`config.mk`:
```
export PLATFORM = sky130hd
export DESIGN_NAME = qei_core
export DESIGN_NICKNAME = d
export VERILOG_FILES = /design/src/hw/qei_sync2.v /design/src/hw/qei_core.v
export VERILOG_INCLUDE_DIRS = /design/src /design/src/hw
export SDC_FILE = /design/constraint.sdc
export NUM_CORES = 1
export LEC_CHECK = 0
export ABC_CLOCK_PERIOD_IN_PS = 4200
export CORE_MARGIN = 5
export CORE_UTILIZATION = 61
export CTS_BUF_LIST = sky130_fd_sc_hd__clkbuf_4
export DETAILED_ROUTE_END_ITERATION = 8
export DONT_BUFFER_PORTS = 1
export PLACE_DENSITY_LB_ADDON = 0.15
export SYNTH_ARGS = -nofsm -noshare
export SYNTH_HDL_FRONTEND = slang
export SYNTH_SLANG_ARGS = --single-unit
```
`constraint.sdc`:
```
create_clock -name sys_clk_i -period 4.2 [get_ports sys_clk_i]
set_input_delay 0.42 -clock sys_clk_i [delete_from_list [all_inputs] [get_ports sys_clk_i]]
set_output_delay 0.42 -clock sys_clk_i [all_outputs]
set_load 0.02 [all_outputs]
```
`src/hw/qei_consts.vh`:
```
/*
 * Shared constants for the quadrature encoder block: event bit
 * positions, reset values and predivider codes.
 * Assumes inclusion by bare name from files under hw/.
 */
`ifndef QEI_CONSTS_VH
`define QEI_CONSTS_VH

// ****************************************************************
// Event bit positions
// ****************************************************************
`define EVT_PHASE_ERROR 0
`define EVT_DIRECTION 1
`define EVT_VEL_TIMER 2
`define EVT_INDEX 3
`define EVT_COUNT 4

// ****************************************************************
// Reset values and widths
// ****************************************************************
`define POS_WIDTH 32
`define VEL_WIDTH 32
`define PREDIV_WIDTH 3
`define POS_RESET 32'h0000_0000
`define VEL_RESET 32'h0000_0000
`define PREDIV_MAX 3'h7

`endif

```
`src/hw/qei_sync2.v`:
```
/*
 * Two flip-flop synchroniser for a bus of asynchronous levels.
 * Assumes inputs come from pins outside the sys_clk_i domain.
 */
`timescale 1ns/1ps

module qei_sync2 #(
    parameter WIDTH = 3
) (
    // Clock and reset
    input wire sys_clk_i,
    input wire rstn_i,
    // Data
    input wire [WIDTH-1:0] async_i,
    output wire [WIDTH-1:0] sync_o
);

    reg [WIDTH-1:0] meta_r;
    reg [WIDTH-1:0] sync_r;

    // First stage is read only by the second
    always @(posedge sys_clk_i or negedge rstn_i)
    begin
        if (!rstn_i)
        begin
            meta_r <= {WIDTH{1'b0}};
            sync_r <= {WIDTH{1'b0}};
        end
        else
        begin
            meta_r <= async_i;
            sync_r <= meta_r;
        end
    end

    assign sync_o = sync_r;

endmodule

```
`src/hw/qei_core.v`:
```
/*
 * Quadrature encoder interface: position integrator, velocity
 * capture, sticky events with per-source enables and one interrupt.
 * Assumes encoder pins are asynchronous and software settings come
 * from logic on sys_clk_i, held stable while in use.
 */
// Operation
// - Per-source enables gate interrupt line
// - Raw and masked status both readable
// - Position readable; index alignment after first pulse
// - Position write loads counter, counting continues
// - Power-of-two predivider, 1 to 128
// - Accumulate over period, store, clear
// - Velocity enable separate, clearing stops accumulation
// - No velocity capture while module disabled
// - Velocity equals last completed period count
// - Both inputs changing flags phase error in quadrature decode only
// - Count channel A edges or both
// - Index reset: zero forward, limit reverse
// - Quadrature or clock-direction, optional swap
`timescale 1ns/1ps
`include "qei_consts.vh"

module qei_core #(
    parameter POS_W = `POS_WIDTH,
    parameter VEL_W = `VEL_WIDTH
) (
    // Clock and reset
    input wire sys_clk_i,
    input wire rstn_i,
    // Encoder pins
    input wire phase_a_input_i,
    input wire phase_b_input_i,
    input wire index_i,
    // Configuration
    input wire module_enable_i,
    input wire count_both_channels_i,
    input wire reset_on_index_i,
    input wire clock_direction_decode_i,
    input wire channel_swap_i,
    input wire [POS_W-1:0] position_upper_limit_i,
    // Position load
    input wire position_load_i,
    input wire [POS_W-1:0] position_load_value_i,
    // Velocity settings
    input wire velocity_enable_i,
    input wire [`PREDIV_WIDTH-1:0] velocity_predivider_i,
    input wire [VEL_W-1:0] velocity_period_ticks_i,
    // Event enables and clearing
    input wire [`EVT_COUNT-1:0] event_enable_i,
    input wire [`EVT_COUNT-1:0] event_clear_i,
    input wire masked_status_select_i,
    // Status
    output wire [POS_W-1:0] position_o,
    output wire [VEL_W-1:0] velocity_o,
    output wire direction_o,
    output wire phase_error_o,
    output wire index_seen_o,
    output wire [`EVT_COUNT-1:0] raw_status_o,
    output wire [`EVT_COUNT-1:0] masked_status_o,
    output wire [`EVT_COUNT-1:0] status_o,
    output wire irq_o
);

    // ************************************************************
    // Pin synchronisation
    // ************************************************************
    wire [2:0] pins_s;
    reg [2:0] pins_prev_r;
    wire a_raw;
    wire b_raw;
    wire a_cur;
    wire b_cur;
    wire a_old;
    wire b_old;
    wire idx_rise;

    qei_sync2 #(
        .WIDTH(3)
    ) u_sync (
        .sys_clk_i(sys_clk_i),
        .rstn_i(rstn_i),
        .async_i({index_i, phase_b_input_i, phase_a_input_i}),
        .sync_o(pins_s)
    );

    // Previous sample for edge detection
    always @(posedge sys_clk_i or negedge rstn_i)
    begin
        if (!rstn_i)
            pins_prev_r <= 3'h0;
        else
            pins_prev_r <= pins_s;
    end

    // Optional channel swap ahead of decoding
    assign a_cur = channel_swap_i ? pins_s[1] : pins_s[0];
    assign b_cur = channel_swap_i ? pins_s[0] : pins_s[1];
    assign a_old = channel_swap_i ? pins_prev_r[1] : pins_prev_r[0];
    assign b_old = channel_swap_i ? pins_prev_r[0] : pins_prev_r[1];
    assign a_raw = a_cur ^ a_old;
    assign b_raw = b_cur ^ b_old;
    assign idx_rise = pins_s[2] & ~pins_prev_r[2];

    // ************************************************************
    // Decoder
    // ************************************************************
    reg step;
    reg step_fwd;
    reg phase_err;

    // Step and direction from either decode mode
    always @*
    begin
        step = 1'b0;
        step_fwd = 1'b1;
        phase_err = 1'b0;
        if (clock_direction_decode_i)
        begin
            // A is clock, B is direction level
            step = a_cur & ~a_old;
            step_fwd = ~b_cur;
            if (count_both_channels_i)
                step = a_raw;
        end
        else if (a_raw && b_raw)
            phase_err = 1'b1;
        else if (a_raw)
        begin
            step = 1'b1;
            step_fwd = a_cur ^ b_cur;
        end
        else if (b_raw)
        begin
            step = count_both_channels_i;
            step_fwd = ~(a_cur ^ b_cur);
        end
    end

    // ************************************************************
    // Position integrator
    // ************************************************************
    reg [POS_W-1:0] pos_r;
    reg dir_r;
    reg idx_seen_r;
    wire active;
    wire dir_change;

    assign active = module_enable_i;
    assign dir_change = active & step & (step_fwd != dir_r);

    // Counting, index reset and software load
    always @(posedge sys_clk_i or negedge rstn_i)
    begin
        if (!rstn_i)
        begin
            pos_r <= `POS_RESET;
            dir_r <= 1'b1;
            idx_seen_r <= 1'b0;
        end
        else
        begin
            if (!reset_on_index_i)
                idx_seen_r <= 1'b0;
            else if (active && idx_rise)
                idx_seen_r <= 1'b1;
            if (active && step)
                dir_r <= step_fwd;
            if (position_load_i)
                pos_r <= position_load_value_i;
            else if (active && reset_on_index_i && idx_rise)
                pos_r <= dir_r ? {POS_W{1'b0}}
                               : position_upper_limit_i;
            else if (active && step)
            begin
                if (step_fwd)
                    pos_r <= (pos_r >= position_upper_limit_i)
                        ? {POS_W{1'b0}} : pos_r + 1'b1;
                else
                    pos_r <= (pos_r == {POS_W{1'b0}})
                        ? position_upper_limit_i : pos_r - 1'b1;
            end
        end
    end

    // ************************************************************
    // Velocity capture
    // ************************************************************
    reg [6:0] div_r;
    reg [VEL_W-1:0] acc_r;
    reg [VEL_W-1:0] tick_r;
    reg [VEL_W-1:0] vel_r;
    wire vel_run;
    wire [6:0] div_mask;
    wire div_pulse;
    wire period_end;

    assign vel_run = velocity_enable_i & module_enable_i;
    // Mask of 2^n - 1 for division by 2^n
    assign div_mask = ~(7'h7f << velocity_predivider_i);
    assign div_pulse = step & ((div_r & div_mask) == div_mask);
    // Period length relies on a non-zero setting
    assign period_end = (tick_r >= velocity_period_ticks_i - 1'b1);

    // Predivider, tick counter and accumulator
    always @(posedge sys_clk_i or negedge rstn_i)
    begin
        if (!rstn_i)
        begin
            div_r <= 7'h00;
            acc_r <= `VEL_RESET;
            tick_r <= {VEL_W{1'b0}};
            vel_r <= `VEL_RESET;
        end
        else if (!vel_run)
        begin
            // Stopped: restart cleanly on next enable
            div_r <= 7'h00;
            acc_r <= {VEL_W{1'b0}};
            tick_r <= {VEL_W{1'b0}};
        end
        else
        begin
            if (step)
                div_r <= div_pulse ? 7'h00 : div_r + 1'b1;
            if (period_end)
            begin
                // Store count including this cycle's pulse
                vel_r <= acc_r + {{(VEL_W-1){1'b0}}, div_pulse};
                acc_r <= {VEL_W{1'b0}};
                tick_r <= {VEL_W{1'b0}};
            end
            else
            begin
                if (div_pulse)
                    acc_r <= acc_r + 1'b1;
                tick_r <= tick_r + 1'b1;
            end
        end
    end

    // ************************************************************
    // Events and interrupt
    // ************************************************************
    reg [`EVT_COUNT-1:0] evt_r;
    reg err_flag_r;
    wire [`EVT_COUNT-1:0] evt_set;

    assign evt_set[`EVT_PHASE_ERROR] = active & phase_err;
    assign evt_set[`EVT_DIRECTION] = dir_change;
    assign evt_set[`EVT_VEL_TIMER] = vel_run & period_end;
    assign evt_set[`EVT_INDEX] = active & idx_rise;

    // Sticky flags, set wins over write-one-to-clear
    always @(posedge sys_clk_i or negedge rstn_i)
    begin
        if (!rstn_i)
        begin
            evt_r <= {`EVT_COUNT{1'b0}};
            err_flag_r <= 1'b0;
        end
        else
        begin
            evt_r <= (evt_r & ~event_clear_i) | evt_set;
            if (evt_set[`EVT_PHASE_ERROR])
                err_flag_r <= 1'b1;
            else if (event_clear_i[`EVT_PHASE_ERROR])
                err_flag_r <= 1'b0;
        end
    end

    assign raw_status_o = evt_r;
    assign masked_status_o = evt_r & event_enable_i;
    assign status_o = masked_status_select_i ? masked_status_o
                                             : raw_status_o;
    assign irq_o = |masked_status_o;
    assign position_o = pos_r;
    assign velocity_o = vel_r;
    assign direction_o = dir_r;
    assign phase_error_o = err_flag_r;
    assign index_seen_o = idx_seen_r;

endmodule

```
Yosys cells after proc, flatten, opt, wreduce, memory -nomap -nowiden
Cells that the tools add are included.
Widths: inputs -> output; s select.
{ "op_classes": {"addsub": 7, "n_lt_le_gt_ge": 2, "n_eq_ne": 5, "shifts": 1, "n_mux": 35, "bitwise": 22, "reduce_logical": 10} }
{ "ops": {"columns": ["operator", "count"], "rows": [
  ["$mux 32", 12],
  ["$add 32x1->32 const B", 3],
  ["$ge 32x32->1", 2],
  ["$sub 32x1->32 const B", 2],
  ["$add 32x1->32", 1],
  ["$logic_not 32->1", 1],
  ["$mux 7", 3],
  ["$mux 1", 19],
  ["$and 1x1->1", 9],
  ["$and 4x4->4", 2],
  ["$add 7x1->7 const B", 1],
  ["$and 7x7->7", 1],
  ["$eq 7x7->1", 1],
  ["$not 7->7", 1],
  ["$shl 7x3->7 const A", 1],
  ["$logic_and 1x1->1", 5],
  ["$mux 4", 1],
  ["$not 1->1", 4],
  ["$not 4->4", 1],
  ["$or 4x4->4", 1],
  ["$reduce_or 4->1", 1],
  ["$ne 3x1->1 const B", 1],
  ["$reduce_bool 3->1", 1],
  ["$xor 1x1->1", 3],
  ["other kinds (5)", 5]
]} }
{ "totals": {"reg_bits": 151, "in_bits": 120, "out_inout_bits": 80, "wordCells": 94} }

Depth between registers and ports, before layout
Gate-level depths: netlist (run 1).
{ "logic_depth": {"ltp_word": 11, "ltp_mapped": 18} }

Hierarchy
A second synthesis (run 1) with hierarchy kept.
{ "hier_totals": {"hier_cells": 1307, "hier_area_um2": 11232.0} }
{ "modules_own_cells": {"columns": ["mod", "instances", "cells_per_inst", "area_per_inst_um2", "seq_area_each_um2"], "rows": [
  ["qei_core", 1, 1301, 11081.9, 3629.7],
  ["qei_sync2", 1, 6, 150.1, 150.1]
]} }

Least setup slack after synthesis (run 1)
Ideal clock, no wire load.
{ "synth_timing": {"path_type": "input port to flip-flop", "start": "input port channel_swap_i", "end": "register vel_r[30], in the netlist velocity_o[30]", "setup_ns": 0.127, "t_arrival_ns": 4.300, "slack_ns": -0.227, "path_stages": 18, "path_buffers": 3, "cell_sequence": "buf_2 -> mux2_2 -> ha_1 -> buf_2 -> nor2b_1 -> a32o_1 -> or2_2 -> clkbuf_1 -> nand3_1 -> inv_1 -> ha_1 -> ha_1 -> nand3_1 -> nor3_2 -> and3_1 -> or3b_1 -> xnor2_1 -> mux2_1"} }
{ "synth_between": {"elab_chain_len": 8, "elab_cells_between_ends": 16, "classes_between": "add/sub (1); mux (9); bitwise (5); reduce/logical (1)"} }
{ "synth_lines": {"columns": ["element", "line", "text"], "rows": [
  ["start: declaration", "qei_core.v:40", "input wire channel_swap_i,"],
  ["$mux 1 (on tied branches)", "qei_core.v:98, qei_core.v:100", null],
  ["$xor 1x1->1", "qei_core.v:102", "assign b_raw = b_cur ^ b_old;"],
  ["$mux 1", "qei_core.v:133", "else if (b_raw)"],
  ["$mux 1", "qei_core.v:128", "else if (a_raw)"],
  ["$mux 1", "qei_core.v:126", "else if (a_raw && b_raw)"],
  ["$mux 1 *", "qei_core.v:118", "if (clock_direction_decode_i)"],
  ["$and 1x1->1 *", "qei_core.v:201", "assign div_pulse = step & ((div_r & div_mask) == div_mask);"],
  ["$add 32x1->32 *", "qei_core.v:229", "vel_r <= acc_r + {{(VEL_W-1){1'b0}}, div_pulse};"],
  ["end signal: assignment", "qei_core.v:213", "vel_r <= `VEL_RESET;"],
  ["end signal: assignment", "qei_core.v:229", null],
  ["end: declaration", "qei_core.v:192", "reg [VEL_W-1:0] vel_r;"]
]} }
Mark *: on every way between the ends. The rest lies on a longest branch, timed or not.
A chain may end at the register's enable or synchronous reset.

Worst setup path in the final report (run 1)
{ "layout_timing": {"start": "input port velocity_period_ticks_i[0]", "end": "register vel_r[29], in the netlist velocity_o[29]"} }
{ "layout_between": {"elab_chain_len": 3} }
{ "layout_lines": {"columns": ["element", "line", "text"], "rows": [
  ["start: declaration", "qei_core.v:48", "input wire [VEL_W-1:0] velocity_period_ticks_i,"],
  ["$sub 32x1->32", "qei_core.v:203", "assign period_end = (tick_r >= velocity_period_ticks_i - 1'b1);"],
  ["$ge 32x32->1", "qei_core.v:203", null],
  ["$reduce_and 2->1 (no line)", null, null]
]} }
No other way between the ends.

==> results of run 1 <==
==> cells in the mapped netlist (5+ instances only) <==
cell type	count
and4_1	7
a22oi_1	7
a211oi_1	6
a221o_1	13
inv_1	80
ha_1	74
a221oi_1	14
xnor2_1	101
nor2_1	146
buf_2	15
nor4_1	23
a31oi_1	17
nor3_1	51
a21oi_1	44
o22ai_1	22
o2111ai_1	7
o21ai_0	21
nand3b_1	6
and3_1	19
mux2_2	33
a21o_1	16
nand2_1	97
nand4_1	31
or2_2	5
clkbuf_1	49
nor2b_1	9
a41oi_1	10
or4_1	10
o211ai_1	8
xor2_1	70
or3_1	7
nand3_1	67
nand2b_1	14
dfrtp_1	150
==> placed cells by master (no fill, tap or decap), types with 7 or more instances in the layout <==
| master | n |
|---|---|
| o21ai_0 | 21 |
| dfrtp_1 | 150 |
| dlygate4sd3_1 | 11 |
| a221oi_1 | 14 |
| nand3_1 | 65 |
| o22ai_1 | 22 |
| or4_1 | 10 |
| xnor2_1 | 101 |
| buf_4 | 44 |
| nor2_1 | 146 |
| nor4_1 | 23 |
| nor2b_1 | 9 |
| or3_1 | 7 |
| clkbuf_4 | 17 |
| a41oi_1 | 10 |
| a22oi_1 | 7 |
| a221o_1 | 13 |
| and3_1 | 19 |
| a31oi_1 | 17 |
| and4_1 | 7 |
| inv_1 | 80 |
| mux2_2 | 33 |
| o211ai_1 | 8 |
| nand2b_1 | 14 |
| ha_1 | 73 |
| a21oi_1 | 44 |
| nand2_1 | 97 |
| nand4_1 | 31 |
| a21o_1 | 16 |
| nor3_1 | 51 |
| xor2_1 | 70 |
==> routing by layer <==
layer  global-route usage (%)  wire length, um
met1                    36.04            12730
met2                    47.95            15030
met5                        0                0
met4                    9.226              942
met3                    5.334             2355
==> cell families (layout without fill, tap and decap cells) <==
logic type,after synthesis,count (layout),synth area share (%)
AOI/OAI and AO/OA,223,224,14.01
DFF,151,151,32.68
buffers and inverters,151,169,5.322
and+or+nand+nor,526,526,23.39
adders and majority gates,74,74,8.004
other,0,1,0
xor gates and xnor gates,171,171,12.95
muxes,38,38,3.656
==> worst min path at each step <==
stage	start	end	slack (ns)	depth (start not counted)
2_1_floorplan	rstn_i	acc_r[0]	0.12	0
3_3_place_gp	rstn_i	u_sync.meta_r[0]	0.13	0
3_5_place_dp	rstn_i	u_sync.meta_r[0]	0.13	0
4_1_cts	position_load_value_i[1]	position_o[1]	0.002	2
5_1_grt	position_load_i	position_o[1]	-0.0002	2
6_report	position_load_value_i[21]	position_o[21]	0.04	2
==> power breakdown <==
part / switching, mW / internal, mW / total, mW
registers: 0.277 / 1.53 / 1.81
logic: 0.560 / 0.387 / 0.947
clock network: 0.540 / 0.342 / 0.882
total: 1.38 / 2.26 / 3.64
==> what timing repair did <==
action / in CTS / in global routing
hold endpoints to repair: 162 / 1
setup buffers: 0 / 0
resized for setup: 0 / 1
hold buffers: 11 / 1
setup endpoints to repair: 0 / 2
==> registers in the layout (all words and copies together) (netlist names) <==
signal / cells
acc_r: 32
position_o: 32
tick_r: 32
velocity_o: 32
div_r: 7
raw_status_o: 4
pins_prev_r: 3
u_sync.meta_r: 3
u_sync.sync_o: 3
direction_o: 1
index_seen_o: 1
phase_error_o: 1
==> final cells by class <==
type                            count  share of cell area, %
Antenna cell                        1                0.02017
Tap cell                          234                  2.359
Multi-Input combinational cell   1033                  58.37
Timing Repair Buffer               59                  4.255
Sequential cell                   151                  30.46
Inverter                           81                  2.450
Clock buffer                       17                  1.028
Clock inverter                     12                  1.059
==> per-stage QoR <==
stage	setup TNS, ns	utilization [%]	setup WS [ns]	area, um2
3_5_place_dp	-9.092	64.15	-0.2423	12000
5_1_grt	0	66.34	0.06223	12410
2_1_floorplan	0	-	0.01474	11590
3_3_place_gp	-3.097	64.15	-0.1185	12000
6_report	0	66.34	0.2990	12410
4_1_cts	0	66.21	0.2436	12390
==> impl_metrics.tcl, run 1 <==
set metrics [dict create \
    outcome "complete, no violations" \
    regArea_mm2 0.003780 \
    antenna_left 0 \
    fillerInstances 1614 \
    end_kind "flop" \
    root_buffer "clkbuf_4" \
    crit_fanout 23 \
    synthArstFlopShare_pct 100.0 \
    numCtsBuffers 17 \
    cpPeakStageDelay_ns 0.61 \
    ys_warn_count 0 \
    worst_pin_slew_ns 0.9801 \
    yosysSeqAreaShare_pct 32.68 \
    drt_iter0_markers 823 \
    totalPowerFinal_mw 3.637 \
    hold_viol 0 \
    syn_nets 1528 \
    io_buffers 0 \
    num_rows 50 \
    die_h_um 147.7 \
    overflow 0 \
    crit_buf_inv 2 \
    r2r-end "position_o[29]" \
    dp_hpwl_um 22760 \
    grt_max_degree 152 \
    ys_seq_elements 151 \
    yosys-top-cells-area "dfrtp_1 (32%), ha_1 (8.0%), xnor2_1 (7.6%)" \
    ys_types 80 \
    die-width_um 147.7 \
    grt_pass1_wl_um 50390 \
    setup_violations 0 \
    crit_arrival_ns 4.33 \
    initial_core_util_pct 61.84 \
    crit_type "input port to flop" \
    required_ns 4.63 \
    area_delta_synth_final_pct 7.280 \
    ff2ff_setup_slack_ns 0.30 \
    crit_family "simple AND/OR/NAND/NOR gates" \
    ios 200 \
    drive_gt1_share_pct 10.64 \
    globalplace.congestion 0.9228 \
    synth.largest_area_cell "dfrtp_1" \
    core_area_mm2 0.01871 \
    max_cap_violations 0 \
    antenna_found_initial 1 \
    timing.critical_path.from "velocity_period_ticks_i[0]" \
    synth-edff-count 0 \
    avgSynthCellArea_um2 8.671 \
    finalClockSkew_ns 0.02760 \
    slowest_stage "or4_1" \
    first_pass_iters 5 \
    vdd_drop_max_v 0.0002078 \
    wl_um 31060 \
    viasPerCell 6.316 \
    ff2ff_path_depth 11 \
    drc 0 \
    vias 10030 \
    nets 1537 \
    dp.cells 1545 \
    die-area_mm2 0.02182 \
    yosysTopAreaCellShare_pct 32.45 \
    max_freq_mhz 256.3 \
    clkLatencyLatePin_ns 0.55 \
    reg2reg_from "position_o[0]" \
    syn_area_mm2 0.01157 \
    min_period_ns 3.901 \
    critical_path.cell_chain "or4_1 -> nor4_2 -> buf_4 -> nand2_1 -> or4_1 -> nand2b_4 -> nor3_2 -> xnor2_1 -> ha_1 -> a21o_1 -> a21o_1 -> a21oi_1 -> o21ai_0 -> a32oi_1 -> o21ai_4 -> buf_12 -> mux2_2" \
    synth_ff_type "dfrtp_1" \
    powerDensity_mw_per_mm2 293.1 \
    synth_cells 1334 \
    clkTransAtPathRegs_ns 0.12 \
    grtUsageTotal_pct 28.07 \
    hp-class "input port to flop" \
    multi_input_area_mm2 0.007243 \
    maxSlewHeadroom_pct 33.63 \
    clock_sinks 151 \
    wl_per_cell_um 19.56 \
    min_period_over_period_pct 92.88 \
    slew_violations 0 \
    leakage_nw 5.383 \
    startpoint_type "input port" \
    final_cells 1588 \
    rsz0062_at_grt "false" \
    clock_path_buffers 2 \
    hold_slack_ns 0.04050 \
    cp.depth 17 \
    cts.htree.levels 4 \
    cp-endpoint "velocity_o[29]" \
    grt_pass1_vias 9837 \
    cts_tree "yes" \
]
Power figures use the tool's default switching activity.
==> run 2, diff against run 1 <==
Settings changed: CELL_PAD_IN_SITES_DETAIL_PLACEMENT set to 0, CELL_PAD_IN_SITES_GLOBAL_PLACEMENT set to 1, CORE_UTILIZATION 61 to 45, GPL_TIMING_DRIVEN set to 0.
==> impl_metrics.tcl, run 2 (synthesized netlist as in run 1, its figures left out) <==
set metrics [dict create \
    maxSlewHeadroom_pct 27.51 \
    cts_tree "yes" \
    finalClockSkew_ns 0.04652 \
    worst_pin_slew_ns 1.079 \
    first_pass_iters 5 \
    clock_sinks 151 \
    setup_violations 0 \
    nets 1576 \
    cts.htree.levels 4 \
    end_kind "flop" \
    crit_type "flop to flop" \
    max_freq_mhz 249.8 \
    swShare_pct 40.78 \
    die_h_um 170.3 \
    mostFrequentLayoutCells "dfrtp_1 (150), nor2_1 (146), xnor2_1 (101), nand2_1 (97), inv_1 (79)" \
    leakage_nw 5.401 \
    hp-class "input port to flop" \
    grt_max_degree 152 \
    crit_fanout 8 \
    die-width_um 170.3 \
    clkTransAtPathRegs_ns 0.16 \
    grt_pass1_vias 10150 \
    grt_pass1_wl_um 56450 \
    r2r-end "velocity_o[30]" \
    startpoint_type "flop" \
    p_int_mw 2.220 \
    wl_um 36160 \
    vdd_drop_max_v 0.0001877 \
    vias 10140 \
    clkLatencyLatePin_ns 0.59 \
    powerDensity_mw_per_mm2 296.1 \
    required_ns 4.65 \
    ff2ff_setup_slack_ns 0.20 \
    worstHoldPathCells 2 \
    slew_violations 0 \
    final.setup.tns_ns 0 \
    grtUsageTotal_pct 24.64 \
    final_common_cell "dfrtp_1" \
    dpl-instance-area_mm2 0.01201 \
    drive_gt1_share_pct 9.677 \
    hold_viol 0 \
    crit_arrival_ns 4.45 \
    drt_iter0_markers 889 \
    globalplace.congestion 0.8807 \
    num_rows 58 \
    min_period_ns 4.003 \
    reg2reg_from "u_sync.sync_o[1]" \
    seqPwrFrac_pct 47.5 \
    clock_path_buffers 2 \
    min_to "position_o[25]" \
    finalInstanceArea_mm2 0.01266 \
    outcome "complete, no violations" \
    power.share.clock_pct 25.1 \
    min_period_over_period_pct 95.30 \
    overflow 0 \
    viasPerCell 5.873 \
    ff2ff_path_depth 17 \
    area_delta_synth_final_pct 9.454 \
    drc 0 \
    antenna_found_initial 3 \
    die-area_mm2 0.02901 \
    wl_per_cell_um 20.95 \
    antenna_left 0 \
    hold_start "position_load_value_i[25]" \
    initial_core_util_pct 45.80 \
    max_cap_violations 0 \
    io_buffers 0 \
    dp_hpwl_um 26650 \
    core_area_mm2 0.02525 \
    numCtsBuffers 17 \
    root_buffer "clkbuf_4" \
    power_frac_comb_pct 27.4 \
    switchingPower_mw 1.529 \
    ios 200 \
]
[run 2: cell type report]
type / count / area, um2
Sequential cell: 151 / 3780
Antenna cell: 1 / 2.502
Clock inverter: 15 / 142.6
Clock buffer: 17 / 127.6
Tap cell: 330 / 412.9
Fill cell: 2481 / 12590
Buffer: 69 / 316.6
Multi-Input combinational cell: 1032 / 7274
Timing Repair Buffer: 30 / 300.3
Inverter: 81 / 304.0
[run 2: power groups by stage]
stage,clock network (mW),registers (mW),logic (mW)
2_1_floorplan,0,1.75,0.713
3_3_place_gp,0,1.81,0.937
3_5_place_dp,0,1.81,0.943
4_1_cts,0.968,1.78,1.01
5_1_grt,1.03,1.80,1.14
6_report,0.942,1.78,1.03
[run 2: worst max-delay path, cell delays in order, from the launching register on]
cell and delay [ns]:
dfrtp_1 0.41, buf_2 0.17, mux2_2 0.27, ha_1 0.27, buf_4 0.16, nor2b_1 0.14
a32o_2 0.26, or2_4 0.20, nand3_4 0.11, inv_2 0.09, ha_2 0.20, ha_4 0.17
nand3_4 0.12, nor3_4 0.25, and3_4 0.23, or3b_1 0.36, xnor2_1 0.15, mux2_1 0.31
[run 2: how the worst max path moves through the flow]
stage	to	slack, ns	cells past startpoint	startpoint
2_1_floorplan	velocity_o[10]	0.01	16	velocity_period_ticks_i[0]
3_3_place_gp	velocity_o[29]	-1.04	15	velocity_period_ticks_i[0]
3_5_place_dp	velocity_o[29]	-1.0	14	velocity_period_ticks_i[9]
4_1_cts	velocity_o[30]	0.02	18	u_sync.sync_o[1]
5_1_grt	velocity_o[30]	-0.01	17	u_sync.sync_o[1]
6_report	velocity_o[30]	0.20	17	u_sync.sync_o[1]
[run 2: per-layer routing]
metal	track usage, %	vias to the layer above	part of all wire, %	wire (um)
li1	-	4884	-	-
met1	32.56	4831	43	15480
met2	40.44	350	48	17180
met3	5.203	70	6.8	2467
met4	8.056	2	2.8	1009
met5	0	-	0.028	10
[run 2: stage by stage]
stage / instances / power [mW] / worst slack, ns / hold WS, ns / utilization (%)
after floorplan: 1334 / 2.461 / 0.01474 / 0.1244 / -
after global placement: 1664 / 2.747 / -1.038 / 0.1290 / 47.54
after detailed placement: 1664 / 2.752 / -0.9998 / 0.1285 / 47.54
after CTS: 1722 / 3.758 / 0.02459 / 0.001313 / 49.87
after global routing: 1726 / 3.970 / -0.01186 / 0.008650 / 50.13
final: 1726 / 3.749 / 0.1973 / 0.04224 / 50.13
[run 2: what timing repair did]
item | in CTS | in global routing
hold endpoints to repair | 170 | 0
gates resized for setup | 13 | 13
hold buffers | 23 | 0
setup endpoints to repair | 47 | 90
setup buffers | 3 | 4
pin swaps | 3 | 3
